--- src/design/tcp_pkg.sv ---
// Package for the timer start and PWM block: register map, fields, reset values.
// Assumes a single 125 MHz clock domain and a plain strobe register port.
package tcp_pkg;
   localparam int          AW           = 4;
   localparam logic [3:0]  OFF_CTRL     = 4'h0;  // Run bits, source selects, PWM
   localparam logic [3:0]  OFF_PS_DATA  = 4'h1;  // Prescaler count and reload
   localparam logic [3:0]  OFF_T1_CNT   = 4'h2;
   localparam logic [3:0]  OFF_T1_RLD   = 4'h3;
   localparam logic [3:0]  OFF_T2_CNT   = 4'h4;
   localparam logic [3:0]  OFF_T2_RLD   = 4'h5;  // High interval reload
   localparam logic [3:0]  OFF_T2_HRLD  = 4'h6;
   localparam logic [3:0]  OFF_T3_RLD   = 4'h7;
   localparam logic [3:0]  OFF_T4_CNT   = 4'h8;
   localparam logic [3:0]  OFF_T4_RLD   = 4'h9;
   localparam logic [3:0]  OFF_IRQ_STAT = 4'ha;
   localparam logic [3:0]  OFF_IRQ_MASK = 4'hb;
   localparam logic [3:0]  OFF_PORTC    = 4'hc;
   // Control register fields
   localparam int CTL_PS_RUN  = 0;
   localparam int CTL_T1_RUN  = 1;
   localparam int CTL_T2_RUN  = 2;
   localparam int CTL_T3_RUN  = 3;
   localparam int CTL_T4_RUN  = 4;
   localparam int CTL_T1_COUNTER_PIN = 5;  // Timer one counts the counter pin
   localparam int CTL_T2_SRC  = 6;  // Timer two: 0 internal count source, 1 timer one underflow
   localparam int CTL_T3_SRC  = 7;  // Timer three: 0 prescaler, 1 timer two underflow
   localparam int CTL_T4_SRC  = 8;  // Fourth timer: 0 prescaler, 1 raw clock divided
   localparam int CTL_PWM_EN  = 9;
   localparam int CTL_PWM_EXT = 10; // Low interval extension
   localparam int CTL_W       = 11;
   // Event bits
   localparam int EV_PS = 0;
   localparam int EV_T1 = 1;
   localparam int EV_T2 = 2;
   localparam int EV_T3 = 3;
   localparam int EV_T4 = 4;
   localparam int EV_W  = 5;
   localparam logic [31:0] RST_ZERO = 32'h0000_0000;
   localparam logic [7:0]  RST_RLD  = 8'hff;
   localparam logic [7:0]  PS_SRC_DIV = 8'h03; // Internal count source divider
endpackage : tcp_pkg

--- src/design/tcp_cnt_if.sv ---
// Interface carrying one counter's controls and status.
// Assumes the top instantiates one per timer in the mclk domain.
`timescale 1ns/1ps
interface tcp_cnt_if;
   logic       run;       // Timer enabled by firmware
   logic       src_rise;  // Count source rising edge
   logic       src_fall;  // Count source falling edge
   logic       fall_arm;  // Wait for a falling edge before starting
   logic       wr;        // Direct count write
   logic [7:0] wdata;     // Count write data
   logic [7:0] reload;    // Reload value
   logic [7:0] count;     // Present count
   logic       uflow;     // Underflow pulse
   modport ctl (output run, src_rise, src_fall, fall_arm, wr, wdata, reload,
                input count, uflow);
   modport cnt (input run, src_rise, src_fall, fall_arm, wr, wdata, reload,
                output count, uflow);
endinterface : tcp_cnt_if

--- src/design/tcp_counter.sv ---
// One down counter with start alignment and reload on underflow.
// Assumes edge pulses are single mclk cycles from the top.
`timescale 1ns/1ps
module tcp_counter (
   input  wire logic mclk,       // System clock
   input  wire logic rst_n,      // Synchronised reset
   tcp_cnt_if.cnt    bus         // Controls and status
);
   logic       armed_ff;
   logic       seen_fall_ff;
   logic [7:0] cnt_ff;
   logic       uf_ff;
   wire        go_edge   = bus.run & bus.src_rise;
   wire        may_count = armed_ff & go_edge & (~bus.fall_arm | seen_fall_ff);
   wire        at_zero   = (cnt_ff == 8'h00);
   assign bus.count = cnt_ff;
   assign bus.uflow = uf_ff;
   always_ff @(posedge mclk or negedge rst_n) begin
      if (!rst_n) begin
         armed_ff     <= 1'b0;
         seen_fall_ff <= 1'b0;
         cnt_ff       <= tcp_pkg::RST_RLD;
         uf_ff        <= 1'b0;
      end else begin
         armed_ff <= bus.run;                              // RULE_01
         if (!bus.run)
            seen_fall_ff <= 1'b0;
         else if (bus.src_fall)
            seen_fall_ff <= 1'b1;                          // RULE_04
         uf_ff <= may_count & at_zero;                     // RULE_16
         if (bus.wr)
            cnt_ff <= bus.wdata;
         else if (may_count)
            cnt_ff <= at_zero ? bus.reload : cnt_ff - 8'h01; // RULE_16 RULE_02 RULE_05
      end
   end
endmodule : tcp_counter

--- src/design/tcp_timers.sv ---
// Prescaler, timers one to three, fourth timer, PWM and interrupt logic.
// Assumes a single mclk domain; counter pin is asynchronous.
// Behaviour
// RULE_01: Count only after first source rising edge
// RULE_02: First underflow may be one period short
// RULE_03: Counter pin source counts on falling edges
// RULE_04: Timer two/fourth start after falling, rising
// RULE_05: First underflow interval of those may differ
// RULE_06: Firmware halts timers before source change
// RULE_07: Firmware halts timer three before source change
// RULE_08: Firmware halts prescaler before read or write
// RULE_09: Firmware halts timer one/two before reading
// RULE_10: Firmware halts timers before writing counts
// RULE_11: Firmware avoids reload write at underflow
// RULE_12: Firmware avoids stopping PWM at underflow
// RULE_13: Extension needs high reload of one+
// RULE_14: Firmware clears port C latch for PWM
// RULE_15: Port C high output still drives pin
// RULE_16: Underflow reloads, continues, raises event
`timescale 1ns/1ps
module tcp_timers (
   input  wire logic        mclk,        // 125 MHz clock
   input  wire logic        arst_n,      // Async reset, active low
   input  wire logic [3:0]  addr,        // Register index
   input  wire logic [31:0] wdata,       // Write data
   input  wire logic        wr,          // Write strobe
   input  wire logic        rd,          // Read strobe
   output logic      [31:0] rdata,       // Read data, cycle after rd
   input  wire logic        counter_pin_i, // Counter pin input level
   output logic             counter_pin_o, // Counter pin output level
   output logic             counter_pin_oe, // Counter pin drive enable
   output logic             irq          // Level interrupt
);
   logic [1:0]  rst_sync_ff;
   wire         rst_n = rst_sync_ff[1];
   logic [2:0]  pin_sync_ff;
   logic        pin_state_ff;
   logic [tcp_pkg::CTL_W-1:0] ctrl_ff;
   logic [7:0]  ps_cnt_ff, ps_rld_ff, t1_rld_ff, t2_rld_ff, t2_hrld_ff;
   logic [7:0]  t3_rld_ff, t4_rld_ff;
   logic [7:0]  div_ff;
   logic        src_lvl_ff;
   logic [tcp_pkg::EV_W-1:0] stat_ff, mask_ff;
   logic        portc_ff;
   logic        pwm_ff;
   logic        pwm_hi_ff;
   logic [31:0] rdata_ff;

   function automatic logic hit(input logic [3:0] a, input logic [3:0] off);
      hit = (a == off);
   endfunction : hit

   // Two-flop reset release
   always_ff @(posedge mclk or negedge arst_n) begin
      if (!arst_n)
         rst_sync_ff <= 2'b00;
      else
         rst_sync_ff <= {rst_sync_ff[0], 1'b1};
   end

   // Internal count source: divided clock as a square wave
   wire src_toggle = (div_ff == tcp_pkg::PS_SRC_DIV);
   wire src_rise   = src_toggle & ~src_lvl_ff;
   wire src_fall   = src_toggle & src_lvl_ff;
   always_ff @(posedge mclk or negedge rst_n) begin
      if (!rst_n) begin
         div_ff     <= 8'h00;
         src_lvl_ff <= 1'b0;
      end else begin
         div_ff     <= src_toggle ? 8'h00 : div_ff + 8'h01;
         src_lvl_ff <= src_lvl_ff ^ src_toggle;
      end
   end

   // Counter pin: three flops, change accepted when the last two agree
   wire pin_agree = (pin_sync_ff[1] == pin_sync_ff[2]);
   wire pin_fall  = pin_agree & pin_state_ff & ~pin_sync_ff[2];
   wire pin_rise  = pin_agree & ~pin_state_ff & pin_sync_ff[2];
   always_ff @(posedge mclk or negedge rst_n) begin
      if (!rst_n) begin
         pin_sync_ff  <= 3'b000;
         pin_state_ff <= 1'b0;
      end else begin
         pin_sync_ff <= {pin_sync_ff[1:0], counter_pin_i};
         if (pin_agree)
            pin_state_ff <= pin_sync_ff[2];
      end
   end

   // Register decode
   wire wr_ctrl  = wr & hit(addr, tcp_pkg::OFF_CTRL);
   wire wr_ps    = wr & hit(addr, tcp_pkg::OFF_PS_DATA);
   wire wr_t1    = wr & hit(addr, tcp_pkg::OFF_T1_CNT);
   wire wr_t2    = wr & hit(addr, tcp_pkg::OFF_T2_CNT);
   wire wr_t4    = wr & hit(addr, tcp_pkg::OFF_T4_CNT);
   wire wr_stat  = wr & hit(addr, tcp_pkg::OFF_IRQ_STAT);

   tcp_cnt_if t1_if ();
   tcp_cnt_if t2_if ();
   tcp_cnt_if t3_if ();
   tcp_cnt_if t4_if ();

   // Prescaler: counts source rising edges after start
   logic ps_armed_ff, ps_uf_ff;
   wire  ps_go = ps_armed_ff & ctrl_ff[tcp_pkg::CTL_PS_RUN] & src_rise; // RULE_01
   always_ff @(posedge mclk or negedge rst_n) begin
      if (!rst_n) begin
         ps_cnt_ff   <= tcp_pkg::RST_RLD;
         ps_armed_ff <= 1'b0;
         ps_uf_ff    <= 1'b0;
      end else begin
         ps_armed_ff <= ctrl_ff[tcp_pkg::CTL_PS_RUN];
         ps_uf_ff    <= ps_go & (ps_cnt_ff == 8'h00);
         if (wr_ps)
            ps_cnt_ff <= wdata[7:0];
         else if (ps_go)
            ps_cnt_ff <= (ps_cnt_ff == 8'h00) ? ps_rld_ff : ps_cnt_ff - 8'h01; // RULE_16
      end
   end

   wire t1_counter_pin = ctrl_ff[tcp_pkg::CTL_T1_COUNTER_PIN];
   assign t1_if.run      = ctrl_ff[tcp_pkg::CTL_T1_RUN];
   assign t1_if.src_rise = t1_counter_pin ? pin_fall : ps_uf_ff;  // RULE_03
   assign t1_if.src_fall = t1_counter_pin ? pin_rise : 1'b0;
   assign t1_if.fall_arm = 1'b0;
   assign t1_if.wr       = wr_t1;
   assign t1_if.wdata    = wdata[7:0];
   assign t1_if.reload   = t1_rld_ff;

   wire t2_alt = ctrl_ff[tcp_pkg::CTL_T2_SRC];
   assign t2_if.run      = ctrl_ff[tcp_pkg::CTL_T2_RUN];
   assign t2_if.src_rise = t2_alt ? t1_if.uflow : src_rise;
   assign t2_if.src_fall = t2_alt ? t1_if.uflow : src_fall;
   assign t2_if.fall_arm = 1'b1;                             // RULE_04
   assign t2_if.wr       = wr_t2;
   assign t2_if.wdata    = wdata[7:0];
   assign t2_if.reload   = pwm_hi_ff ? t2_hrld_ff : t2_rld_ff;

   assign t3_if.run      = ctrl_ff[tcp_pkg::CTL_T3_RUN];
   assign t3_if.src_rise = ctrl_ff[tcp_pkg::CTL_T3_SRC] ? t2_if.uflow : ps_uf_ff;
   assign t3_if.src_fall = 1'b0;
   assign t3_if.fall_arm = 1'b0;
   assign t3_if.wr       = 1'b0;
   assign t3_if.wdata    = 8'h00;
   assign t3_if.reload   = t3_rld_ff;

   assign t4_if.run      = ctrl_ff[tcp_pkg::CTL_T4_RUN];
   assign t4_if.src_rise = ctrl_ff[tcp_pkg::CTL_T4_SRC] ? src_rise : ps_uf_ff;
   assign t4_if.src_fall = ctrl_ff[tcp_pkg::CTL_T4_SRC] ? src_fall : ps_uf_ff;
   assign t4_if.fall_arm = 1'b1;                             // RULE_04
   assign t4_if.wr       = wr_t4;
   assign t4_if.wdata    = wdata[7:0];
   assign t4_if.reload   = t4_rld_ff;

   tcp_counter u_t1 (.mclk(mclk), .rst_n(rst_n), .bus(t1_if.cnt));
   tcp_counter u_t2 (.mclk(mclk), .rst_n(rst_n), .bus(t2_if.cnt));
   tcp_counter u_t3 (.mclk(mclk), .rst_n(rst_n), .bus(t3_if.cnt));
   tcp_counter u_t4 (.mclk(mclk), .rst_n(rst_n), .bus(t4_if.cnt));

   // PWM toggles on each timer two underflow; the low phase uses the high reload
   wire pwm_on = ctrl_ff[tcp_pkg::CTL_PWM_EN] & ctrl_ff[tcp_pkg::CTL_PWM_EXT];
   always_ff @(posedge mclk or negedge rst_n) begin
      if (!rst_n) begin
         pwm_ff    <= 1'b0;
         pwm_hi_ff <= 1'b0;
      end else if (!ctrl_ff[tcp_pkg::CTL_PWM_EN]) begin
         pwm_ff    <= 1'b0;
         pwm_hi_ff <= 1'b0;
      end else if (t2_if.uflow) begin
         pwm_ff    <= ~pwm_ff;
         pwm_hi_ff <= pwm_on & ~pwm_ff;
      end
   end

   // Port C high level and PWM both reach the pin
   assign counter_pin_o  = portc_ff | (ctrl_ff[tcp_pkg::CTL_PWM_EN] & pwm_ff); // RULE_15
   assign counter_pin_oe = portc_ff | ctrl_ff[tcp_pkg::CTL_PWM_EN];

   wire [tcp_pkg::EV_W-1:0] events = {t4_if.uflow, t3_if.uflow, t2_if.uflow,
                                      t1_if.uflow, ps_uf_ff};
   wire [tcp_pkg::EV_W-1:0] clr    = wr_stat ? wdata[tcp_pkg::EV_W-1:0] : '0;
   assign irq = |(stat_ff & mask_ff);

   always_ff @(posedge mclk or negedge rst_n) begin
      if (!rst_n) begin
         ctrl_ff    <= '0;
         ps_rld_ff  <= tcp_pkg::RST_RLD;
         t1_rld_ff  <= tcp_pkg::RST_RLD;
         t2_rld_ff  <= tcp_pkg::RST_RLD;
         t2_hrld_ff <= tcp_pkg::RST_RLD;
         t3_rld_ff  <= tcp_pkg::RST_RLD;
         t4_rld_ff  <= tcp_pkg::RST_RLD;
         stat_ff    <= '0;
         mask_ff    <= '0;
         portc_ff   <= 1'b0;
      end else begin
         if (wr_ctrl)                                     ctrl_ff    <= wdata[tcp_pkg::CTL_W-1:0];
         if (wr_ps)                                       ps_rld_ff  <= wdata[15:8];
         if (wr & hit(addr, tcp_pkg::OFF_T1_RLD))         t1_rld_ff  <= wdata[7:0];
         if (wr & hit(addr, tcp_pkg::OFF_T2_RLD))         t2_rld_ff  <= wdata[7:0];
         if (wr & hit(addr, tcp_pkg::OFF_T2_HRLD))        t2_hrld_ff <= wdata[7:0];
         if (wr & hit(addr, tcp_pkg::OFF_T3_RLD))         t3_rld_ff  <= wdata[7:0];
         if (wr & hit(addr, tcp_pkg::OFF_T4_RLD))         t4_rld_ff  <= wdata[7:0];
         if (wr & hit(addr, tcp_pkg::OFF_IRQ_MASK))       mask_ff    <= wdata[tcp_pkg::EV_W-1:0];
         if (wr & hit(addr, tcp_pkg::OFF_PORTC))          portc_ff   <= wdata[0];
         stat_ff <= (stat_ff & ~clr) | events;             // RULE_16
      end
   end

   // Read mux, data in the following cycle
   logic [31:0] rmux;
   always_comb begin
      rmux = tcp_pkg::RST_ZERO;
      unique case (addr)
         tcp_pkg::OFF_CTRL:     rmux[tcp_pkg::CTL_W-1:0] = ctrl_ff;
         tcp_pkg::OFF_PS_DATA:  rmux[15:0] = {ps_rld_ff, ps_cnt_ff};
         tcp_pkg::OFF_T1_CNT:   rmux[7:0]  = t1_if.count;
         tcp_pkg::OFF_T1_RLD:   rmux[7:0]  = t1_rld_ff;
         tcp_pkg::OFF_T2_CNT:   rmux[7:0]  = t2_if.count;
         tcp_pkg::OFF_T2_RLD:   rmux[7:0]  = t2_rld_ff;
         tcp_pkg::OFF_T2_HRLD:  rmux[7:0]  = t2_hrld_ff;
         tcp_pkg::OFF_T3_RLD:   rmux[7:0]  = t3_rld_ff;
         tcp_pkg::OFF_T4_CNT:   rmux[7:0]  = t4_if.count;
         tcp_pkg::OFF_T4_RLD:   rmux[7:0]  = t4_rld_ff;
         tcp_pkg::OFF_IRQ_STAT: rmux[tcp_pkg::EV_W-1:0] = stat_ff;
         tcp_pkg::OFF_IRQ_MASK: rmux[tcp_pkg::EV_W-1:0] = mask_ff;
         tcp_pkg::OFF_PORTC:    rmux[0]    = portc_ff;
         default:               rmux = tcp_pkg::RST_ZERO;
      endcase
   end
   always_ff @(posedge mclk or negedge rst_n) begin
      if (!rst_n)
         rdata_ff <= tcp_pkg::RST_ZERO;
      else
         rdata_ff <= rd ? rmux : tcp_pkg::RST_ZERO;
   end
   assign rdata = rdata_ff;
endmodule : tcp_timers

--- config.mk ---
export PLATFORM = sky130hd
export DESIGN_NAME = tcp_timers
export DESIGN_NICKNAME = d
export VERILOG_FILES = /design/src/design/tcp_pkg.sv /design/src/design/tcp_cnt_if.sv /design/src/design/tcp_counter.sv /design/src/design/tcp_timers.sv
export SDC_FILE = /design/constraint.sdc
export NUM_CORES = 1
export LEC_CHECK = 0
export BUFFER_PORTS_ARGS = -buffer_cell sky130_fd_sc_hd__buf_2
export CORE_MARGIN = 3
export CORE_UTILIZATION = 40
export DETAILED_ROUTE_END_ITERATION = 10
export SYNTH_ARGS = -nofsm -noshare
export SYNTH_HDL_FRONTEND = slang
export SYNTH_SLANG_ARGS = --single-unit
--- constraint.sdc ---
create_clock -name mclk -period 4.97 [get_ports mclk]
set_clock_uncertainty 0.2 [all_clocks]
set_input_delay 0.497 -clock mclk [delete_from_list [all_inputs] [get_ports mclk]]
set_output_delay 0.497 -clock mclk [all_outputs]
set_load 0.01 [all_outputs]
Yosys cells after proc, flatten, opt, wreduce, memory -nomap -nowiden. Cells that the tools add are included.

Input bits: 41. Logic and storage cells: 152. Output and inout bits: 35. Register bits: 155.

Add/subtract/negate cells: 6. Mux-type cells: 36. Equality and inequality tests: 17. Bitwise gates (word level): 47. Reduce and logical (&&, ||, !) cells: 11.

Operators with widths (number): $mux W8 (15); $pmux W4 S12 (1); $logic_not A8 Y1 (5); $sub A8 B1 Y8 const B (5); $and A1 B1 Y1 (37); $pmux W3 S10 (1); $eq A4 B4 Y1 const B (5); $eq A4 B3 Y1 const B (4); $mux W16 (1); $mux W1 (14); $pmux W1 S13 (1); $and A5 B5 Y5 (2); $mux W5 (2); $add A8 B1 Y8 const B (1); $eq A4 B2 Y1 const B (2); $eq A8 B2 Y1 const B (1); $reduce_bool A2 Y1 (4); $ne A2 B1 Y1 const B (3); $pmux W3 S2 (1); $not A5 Y5 (1); $or A5 B5 Y5 (1); $reduce_or A5 Y1 (1); $eq A4 B1 Y1 const B (1); $logic_not A4 Y1 (1); 4 further kinds (7).

Longest topological paths before layout.
Word-level depth: 8. Mapped depth: 10. Mapped depth without buffers: 9.

By module. Synthesis repeated with hierarchy kept, for this count alone.

Cell total of the unflattened synthesis: 835. Area total of the unflattened synthesis: 8792.2 µm².

By module, submodules not included: tcp_timers (times used 1, cells an instance 516, sequential area each 2897.8 µm², area each 5794.3 µm²); tcp_counter (u_t1 ...) (times used 3, cells an instance 80, sequential area each 285.3 µm², area each 753.2 µm²); tcp_counter (u_t2) (times used 1, cells an instance 79, sequential area each 285.3 µm², area each 738.2 µm²).

Worst setup path before layout. No wires, ideal clock.

Kind: register -> register. Start: register div_ff[2]. End: register ps_cnt_ff[5]. Cell stages (with the launch flop): 10. Path buffers: 0. Clock period less this slack: 2.766 ns. Data required time: 4.691 ns. Arrival: 2.487 ns. Library setup time: 0.079 ns. Slack: 2.204 ns. Cells stage by stage: dfrtp_1 -> or4_1 -> nor3_1 -> and2_1 -> ha_1 -> nand3_1 -> or3_1 -> nor3_1 -> o32ai_1 -> o21ai_0.

Word-level cells in the longest chain between the ends: 4.

RTL lines: start: declaration (line tcp_timers.sv:41) `logic [7:0] div_ff;`; start signal: assignment (line tcp_timers.sv:70) `div_ff <= src_toggle ? 8'h00 : div_ff + 8'h01;`; $eq A8 B2 Y1 (line tcp_timers.sv:62) `wire src_toggle = (div_ff == tcp_pkg::PS_SRC_DIV);`; $and A1 B1 Y1 (line tcp_timers.sv:63) `wire src_rise = src_toggle & ~src_lvl_ff;`; $and A1 B1 Y1 (line tcp_timers.sv:105) `wire ps_go = ps_armed_ff & ctrl_ff[tcp_pkg::CTL_PS_RUN] & src_rise;`; $reduce_bool A2 Y1 (no source line); end signal: assignment (line tcp_timers.sv:108) `ps_cnt_ff <= tcp_pkg::RST_RLD;`; end signal: assignment (line tcp_timers.sv:115) `ps_cnt_ff <= wdata[7:0];`; end signal: assignment (line tcp_timers.sv:117) `ps_cnt_ff <= (ps_cnt_ff == 8'h00) ? ps_rld_ff : ps_cnt_ff - 8'h01;`; end: declaration (line tcp_timers.sv:39) `logic [7:0] ps_cnt_ff, ps_rld_ff, t1_rld_ff, t2_rld_ff, t2_hrld_ff;`.

Every way passes these cells. A chain may end at the register's enable or synchronous reset.

Worst setup path in the final report.
Start: register div_ff[2]. End: register u_t2.cnt_ff[7] (netlist: u_t2.bus.count[7]).

Word-level cells in the longest chain between the ends: 7.

RTL lines: $eq A8 B2 Y1 (line tcp_timers.sv:62); $and A1 B1 Y1 (line tcp_timers.sv:63); $mux W1 (line tcp_timers.sv:132) `assign t2_if.src_rise = t2_alt ? t1_if.uflow : src_rise;`; $and A1 B1 Y1 (line tcp_counter.sv:13) `wire go_edge = bus.run & bus.src_rise;`; $and A1 B1 Y1 (2 in series) (line tcp_counter.sv:14) `wire may_count = armed_ff & go_edge & (~bus.fall_arm | seen_fall_ff);`; $reduce_bool A2 Y1 (no source line); end signal: assignment (line tcp_counter.sv:22) `cnt_ff <= tcp_pkg::RST_RLD;`; end signal: assignment (line tcp_counter.sv:32) `cnt_ff <= bus.wdata;`; end signal: assignment (line tcp_counter.sv:34) `cnt_ff <= at_zero ? bus.reload : cnt_ff - 8'h01;`; end: declaration (line tcp_counter.sv:11) `logic [7:0] cnt_ff;`.

Every way passes these cells.

==> reports/qor.csv <==
metric,value,unit
total_power,3.88,mW
powerDensity,413,mW/mm^2
setup_viol,0,
grt_pass1_wl,35700,microns
syn-cell-area,0.00846,sq mm
hold_buffers,2,
core,0.0205,sq mm
std_cell_rows,52,
cts_setup_buffers,0,
worstSetupEndpointType,register,
p_leak,3.94,nW
cts_tree,done,
drive_gt1_frac,0.316,
ioPinCount,76,
insertion_delay,430,ps
synth-edff-count,0,
htree_levels,4,
worst-path-max-fanout,12,
cts-root-buf,clkbuf_16,
status,finished clean,
ys_warn_count,0,
cts_buffer_depth,2,
post-route-drc-count,0,
dpl_cell_area,0.00878,sq mm
portBuffers,43,
vias_per_cell,5.66,
slew_violations,0,
syn_inst,806,
period_needed,3460,ps
grt_max_degree,81,
antenna_left,0,
overflow,0,
ir_worst_vdd,0.200,mV
grt_usage,0.205,
seq_area_frac_synth,0.472,
slowest_stage,or3_2,
diodes,0,
cp-start-kind,register,
crit_cells,9,
max_freq,0.289,GHz
dp_hpwl,15300,microns
antenna_found_initial,0,
grt_pass1_vias,6096,
whs,51.3,ps
rsz0062_at_grt,false,
finalHoldViolations,0,
period_share,0.696,
ys_dominant_reg_cell,dfstp_2,
synthArstFlopShare,1.00,
cts_buffers,17,
avgRoutedWirePerCell,20.0,microns
die_w,151,microns
max_stage_delay,610,ps
worst_ep_arrival_time,3570,ps
avgSynthCellArea,10.5,sq um
synth_seq_cells,155,
drt-total-wl,22300,microns
worst_pin_slew,1060,ps
dieArea,0.0229,sq mm
min_path_cells,3,
die_h,151,microns
vias,6290,
fin_setup_tns,0,ps
critPathBufInv,0,
nets,883,
initial_core_util,0.413,
r2r_cells,9,
synth_top_area_share,0.273,
gp_congestion,0.901,
holdCritPathClass,input pin to register,
cts_resized,0,
path_clk_slew,60,ps
synth_top_cells_by_area,"dfstp_2 (27%), dfrtp_1 (20%), mux2_2 (10%), nand2_1 (3.3%), nor2_1 (2.8%)",
area_delta_synth_final,11.1,%
synth_top_area_cell,dfstp_2,
drtPass1Iterations,6,
drt_iter0_markers,528,
maxSlewHeadroom,0.290,
crit_type,register to register,
synthDistinctLibCells,73,
maxCapViolations,0,
cp_cell_sequence,or4_1 > nor3_1 > and2_1 > ha_1 > mux2_2 > nand4_1 > or3_2 > a21oi_1 > o21ai_0,
stdcell_area,0.00940,sq mm
critPathRequiredTime,5090,ps
cp_top_family,simple AND/OR/NAND/NOR gates,
cts.sinks,155,
[final timing paths]
path / startpoint / end / slack [ps]
max: div_ff[2]$_DFF_PN0_ / u_t2.bus.count[7]$_DFFE_PN1P_ / 1510
min: wdata[14] / ps_rld_ff[6]$_DFFE_PN1P_ / 50
max reg2reg: div_ff[2]$_DFF_PN0_ / u_t2.bus.count[7]$_DFFE_PN1P_ / 1510
min reg2reg: pin_sync_ff[0]$_DFF_PN0_ / pin_sync_ff[1]$_DFF_PN0_ / 150
max in group asynchronous: rst_sync_ff[1]$_DFF_PN0_ / t4_if.reload[1]$_DFFE_PN1P_ / 3290
min in group asynchronous: arst_n / rst_sync_ff[1]$_DFF_PN0_ / 180
[layout by cell type, fill, tap and decap left out, drive strengths merged, types with 8 or more instances in the layout]
| cell | netlist | layout |
|---|---|---|
| clkbuf | 24 | 20 |
| nand3b | 10 | 10 |
| o21ai | 31 | 31 |
| a21oi | 37 | 37 |
| nand2 | 74 | 74 |
| dfrtp | 67 | 67 |
| conb | 2 | 17 |
| mux2i | 21 | 21 |
| nor3 | 20 | 20 |
| a22oi | 11 | 11 |
| o211ai | 8 | 8 |
| nand2b | 13 | 13 |
| a21o | 10 | 10 |
| inv | 18 | 20 |
| ha | 13 | 13 |
| or3 | 12 | 12 |
| nor2 | 65 | 65 |
| and3 | 9 | 9 |
| mux2 | 76 | 76 |
| mux4 | 8 | 8 |
| buf | 36 | 47 |
| and2 | 10 | 10 |
| nand3 | 19 | 19 |
| xnor2 | 9 | 9 |
| dfstp | 88 | 88 |
| a31oi | 9 | 9 |
[synthesized netlist by cell type, types with 17 or more instances]
library cell,n
nand3_1,18
dfstp_2,88
clkbuf_1,23
nor2_1,64
mux2_2,76
mux2i_1,21
nor3_1,20
o21ai_0,24
buf_4,17
nand2_1,74
inv_1,18
a21oi_1,36
dfrtp_1,67
[per-stage QoR]
step | worst slack, ps | std cells | util
CTS | 1500 | 1112 | 0.458
finish | 1510 | 1112 | 0.458
global route | 1280 | 1112 | 0.458
detailed placement | 1520 | 1078 | 0.428
global placement | 1500 | 1078 | 0.428
floorplan | 285 | 821 | -
[power breakdown]
| part | switching, mW | total (mW) | internal (mW) |
|---|---|---|---|
| Sequential | 0.284 | 1.89 | 1.60 |
| Clock | 0.541 | 1.31 | 0.772 |
| Combinational | 0.333 | 0.685 | 0.352 |
| Total | 1.16 | 3.88 | 2.73 |
[logic make-up (layout without fill, tap and decap cells)]
family,Yosys count,count (layout),share of synthesized area
adder cells (fa/ha/maj),14,14,0.0204
AND/OR/NAND/NOR,272,272,0.166
flip-flops,155,155,0.472
other,2,17,0.000888
XOR/XNOR,11,11,0.0114
AO/OA/AOI/OAI,169,169,0.135
multiplexers,105,105,0.147
buffers and inverters,78,99,0.0472
[worst reg2reg max path, cell delays in order, from the launching register on]
cell and delay [ps]:
dfrtp_1 420, or4_1 520, nor3_1 250, and2_1 250, ha_1 270, mux2_2 190
nand4_1 420, or3_2 610, a21oi_1 140, o21ai_0 80
[layout make-up]
cell class | count | area (sq um)
clock buffers | 20 | 457
clock inverters | 12 | 139
fillers | 1915 | 11100
inverters | 18 | 67.6
multi-input cells | 588 | 4120
flip-flops and latches | 155 | 3990
well taps | 270 | 338
repair buffers | 49 | 278
[layer usage]
layer	share of wire	global-route usage	routed length, microns	vias to the layer above
li1	-	-	-	2951
met1	0.47	0.298	10600	3174
met2	0.46	0.313	10300	144
met3	0.048	0.0395	1070	21
met4	0.015	0.0553	331	0
met5	0	0	0	-
[flip-flops by register name (all words and copies together), names as in the netlist, 2 cells and up]
signal and cells:
pin_sync_ff 3, t4_if.reload 8, u_t3.bus.count 8, rdata 16, stat_ff 5, div_ff 8, u_t2.bus.count 8, t1_if.reload 8
rst_sync_ff 2, u_t1.bus.count 8, t2_hrld_ff 8, ps_rld_ff 8, t2_rld_ff 8, u_t4.bus.count 8, ctrl_ff 11, t3_if.reload 8
ps_cnt_ff 8, mask_ff 5
Note: power is estimated with default switching activity, not from simulation.
